--- src/rtl/aaf_params.svh ---
// offsets, field positions, reset values and codes of the accumulator datapath
`ifndef AAF_PARAMS_SVH
`define AAF_PARAMS_SVH
// =============================================================
// register byte offsets
`define AAF_ACC_OFF 12'h000
`define AAF_FLAGS_OFF 12'h004
`define AAF_CMD_OFF 12'h008
`define AAF_STAT_OFF 12'h00C
`define AAF_SECOND_OFF 12'h0F0
`define AAF_RAM_PAGE 4'h1
// =============================================================
// flag register fields
`define AAF_FLG_CY 0
`define AAF_FLG_AC 1
`define AAF_FLG_OV 2
// =============================================================
// command register fields
`define AAF_CMD_OP_LSB 0
`define AAF_CMD_SRC_LSB 4
`define AAF_CMD_OPND_LSB 8
// =============================================================
// status register fields
`define AAF_STAT_BUSY 0
`define AAF_STAT_TAKEN 1
`define AAF_STAT_ZERO 2
// =============================================================
// operation and operand source codes
`define AAF_OP_ADD 3'h0
`define AAF_OP_SUM_WITH_CARRY 3'h1
`define AAF_OP_DIFFERENCE_WITH_BORROW 3'h2
`define AAF_OP_MUL 3'h3
`define AAF_OP_JZ 3'h4
`define AAF_OP_JNZ 3'h5
`define AAF_SRC_IMM 2'h0
`define AAF_SRC_DIRECT 2'h1
`define AAF_SRC_WREG 2'h2
// =============================================================
// reset values and bus responses
`define AAF_ACC_RST 8'h00
`define AAF_SECOND_RST 8'h00
`define AAF_FLAGS_RST 3'h0
`define AAF_RESP_OKAY 2'h0
`define AAF_RESP_SLVERR 2'h2
`endif

--- src/rtl/aaf_pkg.sv ---
// types shared by the accumulator datapath files
package aaf_pkg;
	// =============================================================
	// types
	typedef enum logic [1:0] {st_idle, st_exec, st_rdmem} aaf_state_e;
	typedef logic [2:0] aaf_op_t;
	typedef logic [1:0] aaf_src_t;
endpackage

--- src/rtl/aaf_core.sv ---
// accumulator arithmetic datapath with flags behind an axi4-lite slave
`timescale 1ns/1ns
`include "aaf_params.svh"
module aaf_core import aaf_pkg::*; #(
	parameter int ADDR_W = 12,
	parameter int RAM_DEPTH = 64
) (
	input wire logic aclk,
	input wire logic aresetn,
	input wire logic ce,
	input wire logic [ADDR_W-1:0] s_axi_awaddr,
	input wire logic [2:0] s_axi_awprot,
	input wire logic s_axi_awvalid,
	output logic s_axi_awready,
	input wire logic [31:0] s_axi_wdata,
	input wire logic [3:0] s_axi_wstrb,
	input wire logic s_axi_wvalid,
	output logic s_axi_wready,
	output logic [1:0] s_axi_bresp,
	output logic s_axi_bvalid,
	input wire logic s_axi_bready,
	input wire logic [ADDR_W-1:0] s_axi_araddr,
	input wire logic [2:0] s_axi_arprot,
	input wire logic s_axi_arvalid,
	output logic s_axi_arready,
	output logic [31:0] s_axi_rdata,
	output logic [1:0] s_axi_rresp,
	output logic s_axi_rvalid,
	input wire logic s_axi_rready,
	output logic [7:0] acc_value,
	output logic [7:0] second_operand_value,
	output logic carry_flag,
	output logic half_carry_flag,
	output logic signed_range_flag,
	output logic branch_taken,
	output logic busy
);
	localparam int RAM_AW = $clog2(RAM_DEPTH);

	// =============================================================
	// elaboration checks
	initial begin
		if (ADDR_W != 12) begin
			$error("aaf_core: ADDR_W must be 12");
		end
		if (RAM_DEPTH < 8 || RAM_DEPTH > 64 || (1 << RAM_AW) != RAM_DEPTH) begin
			$error("aaf_core: RAM_DEPTH must be a power of two from 8 to 64");
		end
	end

	// =============================================================
	// arithmetic functions, result packed as {cy, ac, ov, value}
	function automatic logic [10:0] alu_add(input logic [7:0] a, input logic [7:0] b,
		input logic cin);
		logic [4:0] lo;
		logic [7:0] mid;
		logic [8:0] full;
		lo = {1'b0, a[3:0]} + {1'b0, b[3:0]} + {4'h0, cin};
		mid = {1'b0, a[6:0]} + {1'b0, b[6:0]} + {7'h00, cin};
		full = {1'b0, a} + {1'b0, b} + {8'h00, cin};
		// carry out, nibble carry, bit-7 xor bit-6 carry
		return {full[8], lo[4], full[8] ^ mid[7], full[7:0]};
	endfunction

	function automatic logic [10:0] alu_sub(input logic [7:0] a, input logic [7:0] b,
		input logic bin);
		logic [4:0] lo;
		logic [7:0] mid;
		logic [8:0] full;
		lo = {1'b0, a[3:0]} - {1'b0, b[3:0]} - {4'h0, bin};
		mid = {1'b0, a[6:0]} - {1'b0, b[6:0]} - {7'h00, bin};
		full = {1'b0, a} - {1'b0, b} - {8'h00, bin};
		// borrow out of bit 7, borrow for bit 3, xor of borrows out of 7 and 6
		return {full[8], lo[4], full[8] ^ mid[7], full[7:0]};
	endfunction

	function automatic logic is_ram(input logic [ADDR_W-1:0] addr);
		return addr[11:8] == `AAF_RAM_PAGE;
	endfunction

	// =============================================================
	// state
	aaf_state_e state;
	aaf_op_t cmd_op;
	aaf_src_t cmd_src;
	logic [7:0] cmd_opnd;
	logic [7:0] ram_rdata;
	logic [ADDR_W-1:0] rd_addr;

	// =============================================================
	// handshake decode
	logic wr_fire;
	logic rd_fire;
	logic wr_ok;
	logic cmd_fire;
	logic ram_we;
	logic ram_re;
	logic [RAM_AW-1:0] ram_raddr;
	logic exec_now;
	logic [7:0] operand;
	logic [10:0] add_res;
	logic [10:0] sub_res;
	logic [15:0] product;
	logic acc_zero;

	assign wr_fire = s_axi_awvalid && s_axi_awready && s_axi_wvalid && s_axi_wready;
	assign rd_fire = s_axi_arvalid && s_axi_arready;
	// only the low byte lane strobe gates a write; command writes also take byte 1
	assign wr_ok = wr_fire && s_axi_wstrb[0];
	assign cmd_fire = wr_ok && s_axi_awaddr == `AAF_CMD_OFF;
	assign ram_we = wr_ok && is_ram(s_axi_awaddr);
	assign exec_now = state == st_exec;

	// ram read port: operand fetch for a command, else a bus read
	always_comb begin
		ram_re = 1'b0;
		ram_raddr = '0;
		if (cmd_fire) begin
			ram_re = 1'b1;
			if (s_axi_wdata[`AAF_CMD_SRC_LSB +: 2] == `AAF_SRC_WREG) begin
				ram_raddr = RAM_AW'(s_axi_wdata[`AAF_CMD_OPND_LSB +: 3]);
			end else begin
				ram_raddr = s_axi_wdata[`AAF_CMD_OPND_LSB +: RAM_AW];
			end
		end else if (rd_fire && is_ram(s_axi_araddr)) begin
			ram_re = 1'b1;
			ram_raddr = s_axi_araddr[2 +: RAM_AW];
		end
	end

	// operand select and arithmetic results
	assign operand = (cmd_src == `AAF_SRC_DIRECT || cmd_src == `AAF_SRC_WREG) ?
		ram_rdata : cmd_opnd;
	assign add_res = alu_add(acc_value, operand,
		(cmd_op == `AAF_OP_SUM_WITH_CARRY) ? carry_flag : 1'b0);
	assign sub_res = alu_sub(acc_value, operand, carry_flag);
	assign product = 16'(acc_value * second_operand_value);
	assign acc_zero = acc_value == 8'h00;

	aaf_opram #(
		.DEPTH(RAM_DEPTH),
		.AW(RAM_AW)
	) u_opram (
		.aclk(aclk),
		.ce(ce),
		.we(ram_we),
		.waddr(s_axi_awaddr[2 +: RAM_AW]),
		.wdata(s_axi_wdata[7:0]),
		.re(ram_re),
		.raddr(ram_raddr),
		.rdata(ram_rdata)
	);

	// =============================================================
	// sequencer
	always_ff @(posedge aclk) begin
		if (!aresetn) begin
			state <= st_idle;
		end else if (ce) begin
			case (state)
				st_idle: begin
					if (cmd_fire) begin
						state <= st_exec;
					end else if (rd_fire && is_ram(s_axi_araddr)) begin
						state <= st_rdmem;
					end
				end
				st_exec: state <= st_idle;
				st_rdmem: state <= st_idle;
				default: state <= st_idle;
			endcase
		end
	end

	// command latch
	always_ff @(posedge aclk) begin
		if (!aresetn) begin
			cmd_op <= `AAF_OP_ADD;
			cmd_src <= `AAF_SRC_IMM;
			cmd_opnd <= 8'h00;
		end else if (ce && cmd_fire) begin
			cmd_op <= s_axi_wdata[`AAF_CMD_OP_LSB +: 3];
			cmd_src <= s_axi_wdata[`AAF_CMD_SRC_LSB +: 2];
			cmd_opnd <= s_axi_wdata[`AAF_CMD_OPND_LSB +: 8];
		end
	end

	// busy mirrors a command or ram bus read in flight
	always_ff @(posedge aclk) begin
		if (!aresetn) begin
			busy <= 1'b0;
		end else if (ce) begin
			busy <= cmd_fire || (rd_fire && is_ram(s_axi_araddr));
		end
	end

	// =============================================================
	// accumulator: software write or operation result
	always_ff @(posedge aclk) begin
		if (!aresetn) begin
			acc_value <= `AAF_ACC_RST;
		end else if (ce) begin
			if (exec_now) begin
				case (cmd_op)
					`AAF_OP_ADD, `AAF_OP_SUM_WITH_CARRY: acc_value <= add_res[7:0];
					`AAF_OP_DIFFERENCE_WITH_BORROW: acc_value <= sub_res[7:0];
					`AAF_OP_MUL: acc_value <= product[7:0];
					default: acc_value <= acc_value;
				endcase
			end else if (wr_ok && s_axi_awaddr == `AAF_ACC_OFF) begin
				acc_value <= s_axi_wdata[7:0];
			end
		end
	end

	// second operand register: software write or high product byte
	always_ff @(posedge aclk) begin
		if (!aresetn) begin
			second_operand_value <= `AAF_SECOND_RST;
		end else if (ce) begin
			if (exec_now && cmd_op == `AAF_OP_MUL) begin
				second_operand_value <= product[15:8];
			end else if (wr_ok && s_axi_awaddr == `AAF_SECOND_OFF) begin
				second_operand_value <= s_axi_wdata[7:0];
			end
		end
	end

	// flags: software write or operation result
	always_ff @(posedge aclk) begin
		if (!aresetn) begin
			{signed_range_flag, half_carry_flag, carry_flag} <= `AAF_FLAGS_RST;
		end else if (ce) begin
			if (exec_now) begin
				case (cmd_op)
					`AAF_OP_ADD, `AAF_OP_SUM_WITH_CARRY: begin
						carry_flag <= add_res[10];
						half_carry_flag <= add_res[9];
						signed_range_flag <= add_res[8];
					end
					`AAF_OP_DIFFERENCE_WITH_BORROW: begin
						carry_flag <= sub_res[10];
						half_carry_flag <= sub_res[9];
						signed_range_flag <= sub_res[8];
					end
					`AAF_OP_MUL: begin
						carry_flag <= 1'b0;
						signed_range_flag <= product[15:8] != 8'h00;
					end
					default: carry_flag <= carry_flag;
				endcase
			end else if (wr_ok && s_axi_awaddr == `AAF_FLAGS_OFF) begin
				carry_flag <= s_axi_wdata[`AAF_FLG_CY];
				half_carry_flag <= s_axi_wdata[`AAF_FLG_AC];
				signed_range_flag <= s_axi_wdata[`AAF_FLG_OV];
			end
		end
	end

	// branch decision straight from the accumulator value
	always_ff @(posedge aclk) begin
		if (!aresetn) begin
			branch_taken <= 1'b0;
		end else if (ce && exec_now) begin
			if (cmd_op == `AAF_OP_JZ) begin
				branch_taken <= acc_zero;
			end else if (cmd_op == `AAF_OP_JNZ) begin
				branch_taken <= !acc_zero;
			end
		end
	end

	// =============================================================
	// write channels: both ready together once address and data wait
	always_ff @(posedge aclk) begin
		if (!aresetn) begin
			s_axi_awready <= 1'b0;
			s_axi_wready <= 1'b0;
		end else if (ce) begin
			if (s_axi_awready) begin
				s_axi_awready <= 1'b0;
				s_axi_wready <= 1'b0;
			end else if (state == st_idle && s_axi_awvalid && s_axi_wvalid && !s_axi_bvalid &&
				!s_axi_arready) begin
				s_axi_awready <= 1'b1;
				s_axi_wready <= 1'b1;
			end
		end
	end

	// write response
	always_ff @(posedge aclk) begin
		if (!aresetn) begin
			s_axi_bvalid <= 1'b0;
			s_axi_bresp <= `AAF_RESP_OKAY;
		end else if (ce) begin
			if (wr_fire) begin
				s_axi_bvalid <= 1'b1;
				if (s_axi_awaddr == `AAF_ACC_OFF || s_axi_awaddr == `AAF_FLAGS_OFF ||
					s_axi_awaddr == `AAF_CMD_OFF || s_axi_awaddr == `AAF_STAT_OFF ||
					s_axi_awaddr == `AAF_SECOND_OFF || is_ram(s_axi_awaddr)) begin
					s_axi_bresp <= `AAF_RESP_OKAY;
				end else begin
					s_axi_bresp <= `AAF_RESP_SLVERR;
				end
			end else if (s_axi_bready) begin
				s_axi_bvalid <= 1'b0;
			end
		end
	end

	// =============================================================
	// read address channel, writes win when both wait
	always_ff @(posedge aclk) begin
		if (!aresetn) begin
			s_axi_arready <= 1'b0;
		end else if (ce) begin
			if (s_axi_arready) begin
				s_axi_arready <= 1'b0;
			end else if (state == st_idle && s_axi_arvalid && !s_axi_rvalid &&
				!(s_axi_awvalid && s_axi_wvalid) && !s_axi_awready) begin
				s_axi_arready <= 1'b1;
			end
		end
	end

	// read address hold; nothing reads it, the ram path takes s_axi_araddr at the handshake
	always_ff @(posedge aclk) begin
		if (!aresetn) begin
			rd_addr <= '0;
		end else if (ce && rd_fire) begin
			rd_addr <= s_axi_araddr;
		end
	end

	// read data: registers answer next cycle, ram one cycle later
	always_ff @(posedge aclk) begin
		if (!aresetn) begin
			s_axi_rvalid <= 1'b0;
			s_axi_rdata <= 32'h00000000;
			s_axi_rresp <= `AAF_RESP_OKAY;
		end else if (ce) begin
			if (state == st_rdmem) begin
				s_axi_rvalid <= 1'b1;
				s_axi_rdata <= {24'h000000, ram_rdata};
				s_axi_rresp <= `AAF_RESP_OKAY;
			end else if (rd_fire && !is_ram(s_axi_araddr)) begin
				s_axi_rvalid <= 1'b1;
				s_axi_rresp <= `AAF_RESP_OKAY;
				case (s_axi_araddr)
					`AAF_ACC_OFF: s_axi_rdata <= {24'h000000, acc_value};
					`AAF_FLAGS_OFF: s_axi_rdata <= {29'h00000000, signed_range_flag,
						half_carry_flag, carry_flag};
					`AAF_CMD_OFF: s_axi_rdata <= {16'h0000, cmd_opnd, 2'h0, cmd_src,
						1'b0, cmd_op};
					`AAF_STAT_OFF: s_axi_rdata <= {29'h00000000, acc_zero, branch_taken,
						busy};
					`AAF_SECOND_OFF: s_axi_rdata <= {24'h000000, second_operand_value};
					default: begin
						s_axi_rdata <= 32'h00000000;
						s_axi_rresp <= `AAF_RESP_SLVERR;
					end
				endcase
			end else if (s_axi_rready) begin
				s_axi_rvalid <= 1'b0;
			end
		end
	end
endmodule

--- src/rtl/aaf_opram.sv ---
// operand memory: internal ram bytes, working registers at the bottom
`timescale 1ns/1ns
module aaf_opram import aaf_pkg::*; #(
	parameter int DEPTH = 64,
	parameter int AW = 6
) (
	input wire logic aclk,
	input wire logic ce,
	input wire logic we,
	input wire logic [AW-1:0] waddr,
	input wire logic [7:0] wdata,
	input wire logic re,
	input wire logic [AW-1:0] raddr,
	output logic [7:0] rdata
);
	// =============================================================
	// storage
	logic [7:0] mem [DEPTH];

	// write port
	always_ff @(posedge aclk) begin
		if (ce && we) begin
			mem[waddr] <= wdata;
		end
	end

	// registered read port
	always_ff @(posedge aclk) begin
		if (ce && re) begin
			rdata <= mem[raddr];
		end
	end
endmodule

--- config.mk ---
export PLATFORM = sky130hd
export DESIGN_NAME = aaf_core
export DESIGN_NICKNAME = d
export VERILOG_FILES = /design/src/rtl/aaf_pkg.sv /design/src/rtl/aaf_core.sv /design/src/rtl/aaf_opram.sv
export VERILOG_INCLUDE_DIRS = /design/src /design/src/rtl
export SDC_FILE = /design/constraint.sdc
export NUM_CORES = 1
export LEC_CHECK = 0
export ABC_AREA = 1
export BUFFER_PORTS_ARGS = -buffer_cell sky130_fd_sc_hd__buf_4
export CAP_MARGIN = 20
export CORE_UTILIZATION = 60
export DETAILED_ROUTE_END_ITERATION = 10
export PLACE_DENSITY = 0.78
export SLEW_MARGIN = 20
export SYNTH_ARGS = -nofsm -noshare
export SYNTH_HDL_FRONTEND = slang
export SYNTH_SLANG_ARGS = --single-unit
export TNS_END_PERCENT = 1
--- constraint.sdc ---
create_clock -name aclk -period 12.2 [get_ports aclk]
set_input_delay 1.22 -clock aclk [delete_from_list [all_inputs] [get_ports aclk]]
set_output_delay 1.22 -clock aclk [all_outputs]
set_load 0.05 [all_outputs]
==> results of run 1 <==
[flip-flops by register name, summed over array words and instances (netlist names)]
name	flops
u_opram.mem	512
s_axi_rdata	16
acc_value	8
cmd_opnd	8
second_operand_value	8
u_opram.rdata	8
cmd_op	3
cmd_src	2
state	2
branch_taken	1
busy	1
carry_flag	1
half_carry_flag	1
s_axi_arready	1
s_axi_awready	1
s_axi_bresp	1
s_axi_bvalid	1
s_axi_rresp	1
s_axi_rvalid	1
s_axi_wready	1
signed_range_flag	1
[stage by stage]
stage	total power, mW	utilization
floorplan	2.24	-
global placement	2.29	0.628
detailed placement	2.29	0.628
CTS	3.88	0.664
global route	3.96	0.665
finish	3.88	0.665
[worst min path at each step]
stage / to / startpoint / cells after the start
after global placement: s_axi_rdata[14] / s_axi_rdata[14] / 2
after detailed placement: s_axi_rdata[11] / s_axi_rdata[11] / 2
after floorplan: s_axi_rdata[8] / cmd_opnd[0] / 2
after CTS: s_axi_rdata[11] / s_axi_rdata[11] / 2
final: s_axi_rdata[9] / s_axi_rdata[9] / 2
after global routing: s_axi_rdata[9] / s_axi_rdata[9] / 2
[worst reg2reg max path: cells and delay by family (launching register included)]
| kind | cells | cell delay [ps] |
|---|---|---|
| adders and majority gates | 5 | 2360 |
| buffers and inverters | 5 | 280 |
| AOI/OAI and AO/OA | 2 | 350 |
| DFF | 1 | 750 |
| and+or+nand+nor | 10 | 990 |
[power groups by stage]
| stage | Combinational [mW] | Sequential (mW) | Clock, mW |
|---|---|---|---|
| floorplan | 0.0358 | 2.20 | 0 |
| global placement | 0.0883 | 2.20 | 0 |
| CTS | 0.0911 | 2.16 | 1.63 |
| finish | 0.0937 | 2.16 | 1.63 |
| global route | 0.0980 | 2.16 | 1.71 |
| detailed placement | 0.0906 | 2.20 | 0 |
[area by class of cell]
type                    count  share of cell area
diodes                      1           0.0000809
clock buffers              70              0.0477
clock inverters            28             0.00683
inverters                 386              0.0469
multi-input cells        1867               0.305
flip-flops and latches    579               0.543
well taps                 607              0.0245
repair buffers            107              0.0261
[cells in the final DEF (no fill, tap or decap), types with 4 or more instances in the layout]
cell	n
buf_4	106
inv_1	382
nor2_2	5
or2_2	8
o22ai_1	5
nand2_1	856
dfxtp_1	59
o21ai_0	61
clkinv_1	16
nor2_1	132
ha_1	57
a211oi_1	7
o21bai_1	4
clkbuf_1	13
o221ai_1	4
xor2_1	10
conb_1	18
fa_1	40
a21oi_1	70
nor4_1	4
clkbuf_16	57
nor3_1	12
edfxtp_1	520
clkinv_2	8
a31oi_1	17
nand4_1	10
nand3_1	509
nand3b_1	11
[cell families (layout without fill, tap and decap cells)]
logic type               count (synthesis)  in the layout  synth area share
AO/OA/AOI/OAI                          183            183            0.0360
adder cells (fa/ha/maj)                 97             97            0.0534
other                                    1             19          0.000132
buffers and inverters                  541            591            0.0788
XOR/XNOR                                12             12           0.00371
AND/OR/NAND/NOR                       1557           1557             0.236
flip-flops                             579            579             0.592
[layer usage]
| metal | GRT usage | vias up | share of wire |
|---|---|---|---|
| li1 | - | 9867 | - |
| met1 | 0.435 | 10200 | 0.39 |
| met2 | 0.485 | 1300 | 0.46 |
| met3 | 0.0426 | 191 | 0.11 |
| met4 | 0.124 | 0 | 0.035 |
| met5 | 0 | - | 0 |
==> impl_metrics.csv, run 1 <==
group,metric,value,unit
pwr,p_clk_frac,0.419,
worst_setup_path,end_kind,"flop",
yosys,synth_area_leader_cell,"edfxtp_1",
die,rows,79,
grt,grt_pass1_wl,113,mm
placed_design,gp_congestion,0.934,
worst_setup_path,cp_max_fo,88,
sta,rsz0062_at_grt,"no",
yosys,synth_edf_count,520,
detailed_routing,wl_per_cell,20.1,µm
die,core_area,46600,µm²
yosys,synth_flop_cell,"edfxtp_1",
sta,setup_ws,7180,ps
sta,slew_viol_final,0,
worst_setup_path,required,12560,ps
detailed_routing,vias,21500,
detailed_routing,drt_pre_antenna_iters,6,
worst_setup_path,cp-startpoint,"s_axi_awaddr[1]",
sta,finalSetupTns,0,ps
die,start_util,0.609,
worst_setup_path,r2r-end,"signed_range_flag",
placed_design,port_buffers,92,
yosys,ys_warn_count,0,
worst_setup_path,r2r_slack,7410,ps
finish,drive_gt1_frac,0.0685,
sta,relSlewSlack,0.288,
grt,overflow,0,
sta,period_share,0.412,
worst_setup_path,cp.arrival,5380,ps
worst_setup_path,slowest_delay,900,ps
worst_setup_path,path_buf_inv,3,
detailed_routing,drtAntennaViolNets,0,
pwr,p_seq_frac,0.557,
clock_tree,cts-root-buf,"clkbuf_16",
placed_design,dp_hpwl,45.0,mm
grt,antenna_found_initial,1,
pwr,p_sw_frac,0.204,
sta,finalHoldViolCount,0,
yosys,yosys-top-cells-count,"nand2_1, edfxtp_1, nand3_1, inv_1, nor2_1",
clock_tree,path_clk_slew,60,ps
detailed_routing,routed_wirelength,73.2,mm
clock_tree,htreeDepth,2,
worst_setup_path,path_cells,"buf_4 > or2_2 > nor2_2 > nand3_4 > nand2_1 > nand2_4 > clkinv_2 > buf_4 > nand3_1 > nand3_1 > nand2_1 > nand2_1 > nand3_1 > nand3_1 > nand2_1",
pwr,internal_power,3.09,mW
die,die_area,48100,µm²
yosys,ys_types,47,
worst_setup_path,critPathSlowestCell,"buf_4",
sta,skew,12.2,ps
worst_setup_path,crit_end,"u_opram.rdata[6]",
placed_design,place_ws,6630,ps
yosys,ys_ff_latch,579,
sta,fin_crit,5020,ps
detailed_routing,drc,0,
die,die_w,219,µm
sta,worst_hold_slack,473,ps
pwr,power.switching,0.790,mW
die,die_h,219,µm
grt,grt_start_max_net_pins,115,
clock_tree,cts.path.max_buffers,3,
detailed_routing,dr.first_iter.drc_count,3003,
clock_tree,clock_latency,610,ps
finish,area_growth,9.10,%
finish,multiInputGateArea,9440,µm²
yosys,yosysTopAreaCellShare,0.551,
detailed_routing,via_per_inst,5.91,
yosys,async_reset_ff_frac,0,
pwr,power.density,125,nW/µm²
clock_tree,cts_hold_buffers,0,
sta,setup_viol,0,
hold_path,hold_path_class,"reg2reg",
grt,grt_pass1_vias,20200,
sta,worst_pin_slew,1070,ps
clock_tree,post_cts_resize_count,0,
flow_run,maxCapViolCount,0,
clock_tree,cts_tree,"built",
pwr,comb_power_share,0.024,
yosys,synth_area_per_cell,9.55,µm²
yosys,synthCells,2970,
yosys,synth_most_common_cell,"nand2_1",
grt,grt_usage,0.308,
worst_setup_path,start_kind,"input port",
finish,fin_area,30900,µm²
worst_setup_path,crit_family,"simple AND/OR/NAND/NOR gates",
worst_setup_path,worstRegToRegCells,22,
placed_design,placed_cells,3546,
pwr,vdd_ir_drop_max,0.000134,V
finish,fin_nets,3168,
pwr,leakagePower,13.0,nW
finish,stdcell_count,3645,
finish,sequential_cell_area,16800,µm²
worst_setup_path,worstSetupPathType,"in2reg",
finish,fillers,3507,
sta,fmax,199,MHz
clock_tree,numCtsBuffers,56,
placed_design,dpl-instance-area,29200,µm²
clock_tree,post_cts_buffers,0,
clock_tree,cts_sinks,579,
yosys,synth_area_leaders,"edfxtp_1, nand2_1, nand3_1",
outcome,status,"finished, final reports clean",
worst_setup_path,cp.depth,15,
yosys,yosysSeqAreaShare,0.592,
yosys,mappedNetlistArea,28400,µm²
die,pin_count,136,
worst_setup_path,r2r_start,"acc_value[5]",
Note: power is estimated with default switching activity, not from simulation.
==> run 2, diff against run 1 <==
--- a/config.mk
+++ b/config.mk
@@ -6,7 +6,7 @@
 export SDC_FILE = /design/constraint.sdc
 export NUM_CORES = 1
 export LEC_CHECK = 0
-export ABC_AREA = 1
+export ABC_AREA = 0
 export BUFFER_PORTS_ARGS = -buffer_cell sky130_fd_sc_hd__buf_4
 export CAP_MARGIN = 20
 export CORE_UTILIZATION = 60
==> constraint.sdc (replaced) <==
create_clock -name aclk -period 5.1 [get_ports aclk]
set_input_delay 0.51 -clock aclk [delete_from_list [all_inputs] [get_ports aclk]]
set_output_delay 0.51 -clock aclk [all_outputs]
set_load 0.05 [all_outputs]
==> run 2 against run 1 <==
Effect of this change: largest power group unchanged; critical path depth is 1 higher; final area is 2.2% higher; via count is 5.0% lower; sequential cell count stayed put; clock skew is 15 ps higher; synthesized cell count is 26% lower; highest routed layer is now met5.
==> impl_metrics.csv, run 2 <==
group,metric,value,unit
outcome,status,"finished, final reports clean",
grt,grt_pass1_vias,19500,
finish,area_growth,12.4,%
sta,period_share,0.962,
yosys,synth_flop_cell,"edfxtp_1",
clock_tree,path_clk_slew,70,ps
worst_setup_path,worstSetupPathType,"reg2reg",
sta,rsz0062_at_grt,"no",
pwr,comb_power_share,0.027,
worst_setup_path,required,5610,ps
placed_design,dp_hpwl,57.0,mm
die,die_h,218,µm
placed_design,gp_congestion,0.991,
yosys,synth_most_common_cell,"edfxtp_1",
sta,setup_viol,0,
placed_design,dpl-instance-area,29700,µm²
detailed_routing,vias,20500,
yosys,ys_ff_latch,579,
pwr,p_sw_frac,0.211,
finish,drive_gt1_frac,0.166,
pwr,power.density,308,nW/µm²
flow_run,maxCapViolCount,0,
grt,grt_usage,0.358,
yosys,async_reset_ff_frac,0,
finish,largest-register,"u_opram.mem",
detailed_routing,wl_per_cell,28.7,µm
clock_tree,cts_hold_buffers,0,
sta,fin_crit,4910,ps
finish,fin_area,31600,µm²
die,pin_count,136,
finish,fin_nets,2484,
pwr,vdd_ir_drop_max,0.000292,V
yosys,yosys-top-cells-count,"edfxtp_1, nand2_1, nor2_1, mux2i_1",
pwr,p_clk_frac,0.443,
hold_path,hold_path_class,"in2reg",
detailed_routing,routed_wirelength,84.9,mm
clock_tree,numCtsBuffers,56,
yosys,ys_types,81,
yosys,synthCells,2199,
detailed_routing,drt_pre_antenna_iters,6,
detailed_routing,drc,0,
sta,finalHoldViolCount,0,
placed_design,place_ws,50.6,ps
finish,fin_util,0.691,
finish,layout_commonest_cell,"edfxtp_1",
pwr,p_total,9.73,mW
yosys,synth_area_per_cell,12.8,µm²
die,start_util,0.614,
finish,largest_reg_flops,512,
clock_tree,htreeDepth,2,
sta,setup_ws,192,ps
placed_design,port_buffers,92,
clock_tree,cts_sinks,579,
yosys,yosysTopAreaCellShare,0.555,
detailed_routing,drtAntennaViolNets,0,
sta,fmax,204,MHz
yosys,yosysSeqAreaShare,0.597,
sta,relSlewSlack,0.183,
pwr,power.switching,2.05,mW
sta,skew,27.5,ps
detailed_routing,via_per_inst,6.91,
grt,grt_pass1_wl,125,mm
yosys,synth_area_leaders,"edfxtp_1, dfxtp_1, mux2_2",
die,core_area,45800,µm²
grt,grt_start_max_net_pins,69,
die,rows,78,
finish,largestRegisters,"u_opram.mem: 512 flops, s_axi_rdata: 16 flops",
worst_setup_path,cp_max_fo,7,
yosys,ys_warn_count,0,
clock_tree,cts-root-buf,"clkbuf_16",
clock_tree,post_cts_buffers,0,
sta,slew_viol_final,0,
pwr,leakagePower,11.1,nW
worst_setup_path,end_kind,"flop",
grt,overflow,0,
die,die_area,47700,µm²
die,die_w,218,µm
clock_tree,clock_latency,640,ps
clock_tree,cts.path.max_buffers,3,
pwr,internal_power,7.68,mW
pwr,p_seq_frac,0.531,
yosys,mappedNetlistArea,28100,µm²
grt,antenna_found_initial,2,
yosys,synth_edf_count,520,
yosys,synth_area_leader_cell,"edfxtp_1",
finish,most-common-layout-cells,"edfxtp_1, buf_4, nand2_1",
detailed_routing,dr.first_iter.drc_count,3167,
worst_setup_path,start_kind,"flop",
clock_tree,cts_tree,"built",
sta,worst_pin_slew,1210,ps
sta,finalSetupTns,0,ps
worst_setup_path,cp.arrival,5420,ps
[run 2: cell count changes after synthesis, sizes merged, moves of 27 or more]
cell and change:
nand2 -693, nand3 -452, buf -53, clkbuf +40, inv -303, a311oi +27
a22oi +27, a2111oi +40, mux2i +93, nand2b +27, and2 +51, mux2 +106
[run 2: per-stage QoR]
step | cells | hold WS [ps]
floorplan | 2216 | 451
global placement | 2855 | 461
detailed placement | 2855 | 472
CTS | 2960 | 163
global route | 2960 | 188
finish | 2961 | 170
[run 2: power groups by stage]
stage	logic [mW]	clock network (mW)	registers [mW]
finish	0.261	4.31	5.16
floorplan	0.108	0	5.27
global route	0.271	4.48	5.16
CTS	0.253	4.30	5.16
detailed placement	0.253	0	5.27
global placement	0.244	0	5.27
[run 2: layer usage]
layer,track usage,vias up,part of all wire
met4,0.162,4,0.049
li1,-,8649,-
met3,0.0735,257,0.13
met1,0.503,9988,0.38
met5,0,-,0.00032
met2,0.539,1561,0.44
[run 2: final timing paths]
| kind | startpoint | end | slack (ps) | cells past startpoint |
|---|---|---|---|---|
| min | s_axi_wdata[15] | cmd_opnd[7] | 170 | 3 |
| min reg2reg | s_axi_bresp[1] | s_axi_bresp[1] | 490 | 2 |
| max | second_operand_value[2] | signed_range_flag | 190 | 16 |
| max reg2reg | second_operand_value[2] | signed_range_flag | 190 | 16 |
[run 2: cells by family after synthesis]
family          count (synthesis)  share of synthesized area
simple gates                  608                      0.107
flops                         579                      0.597
compound gates                461                      0.121
buf+inv                       224                     0.0351
mux                           200                     0.0767
fa+ha+maj                      97                     0.0538
xor+xnor                       29                    0.00903
other cells                     1                   0.000133
[run 2: worst max-delay path, stage by stage (launching register included)]
cell	delay (ps)
dfxtp_2	380
and2_1	200
fa_1	520
fa_1	530
fa_1	500
inv_1	50
fa_1	470
inv_1	40
ha_1	310
or2_2	340
o31a_1	130
a31oi_1	210
xnor2_1	110
or4_1	510
nor3_1	150
a31oi_1	110
o221a_2	240
[run 2: final cells by class]
class	count	area (µm²)
diodes	1	2.50
flip-flops and latches	579	16800
clock inverters	37	433
clock buffers	68	1470
well taps	600	751
multi-input cells	1413	10400
repair buffers	181	1400
fillers	3161	14200
inverters	82	308
[run 2: what timing repair did]
action	4_1_cts	5_1_grt
setup endpoints to repair	0	1
resized for setup	0	7
hold endpoints to repair	0	0
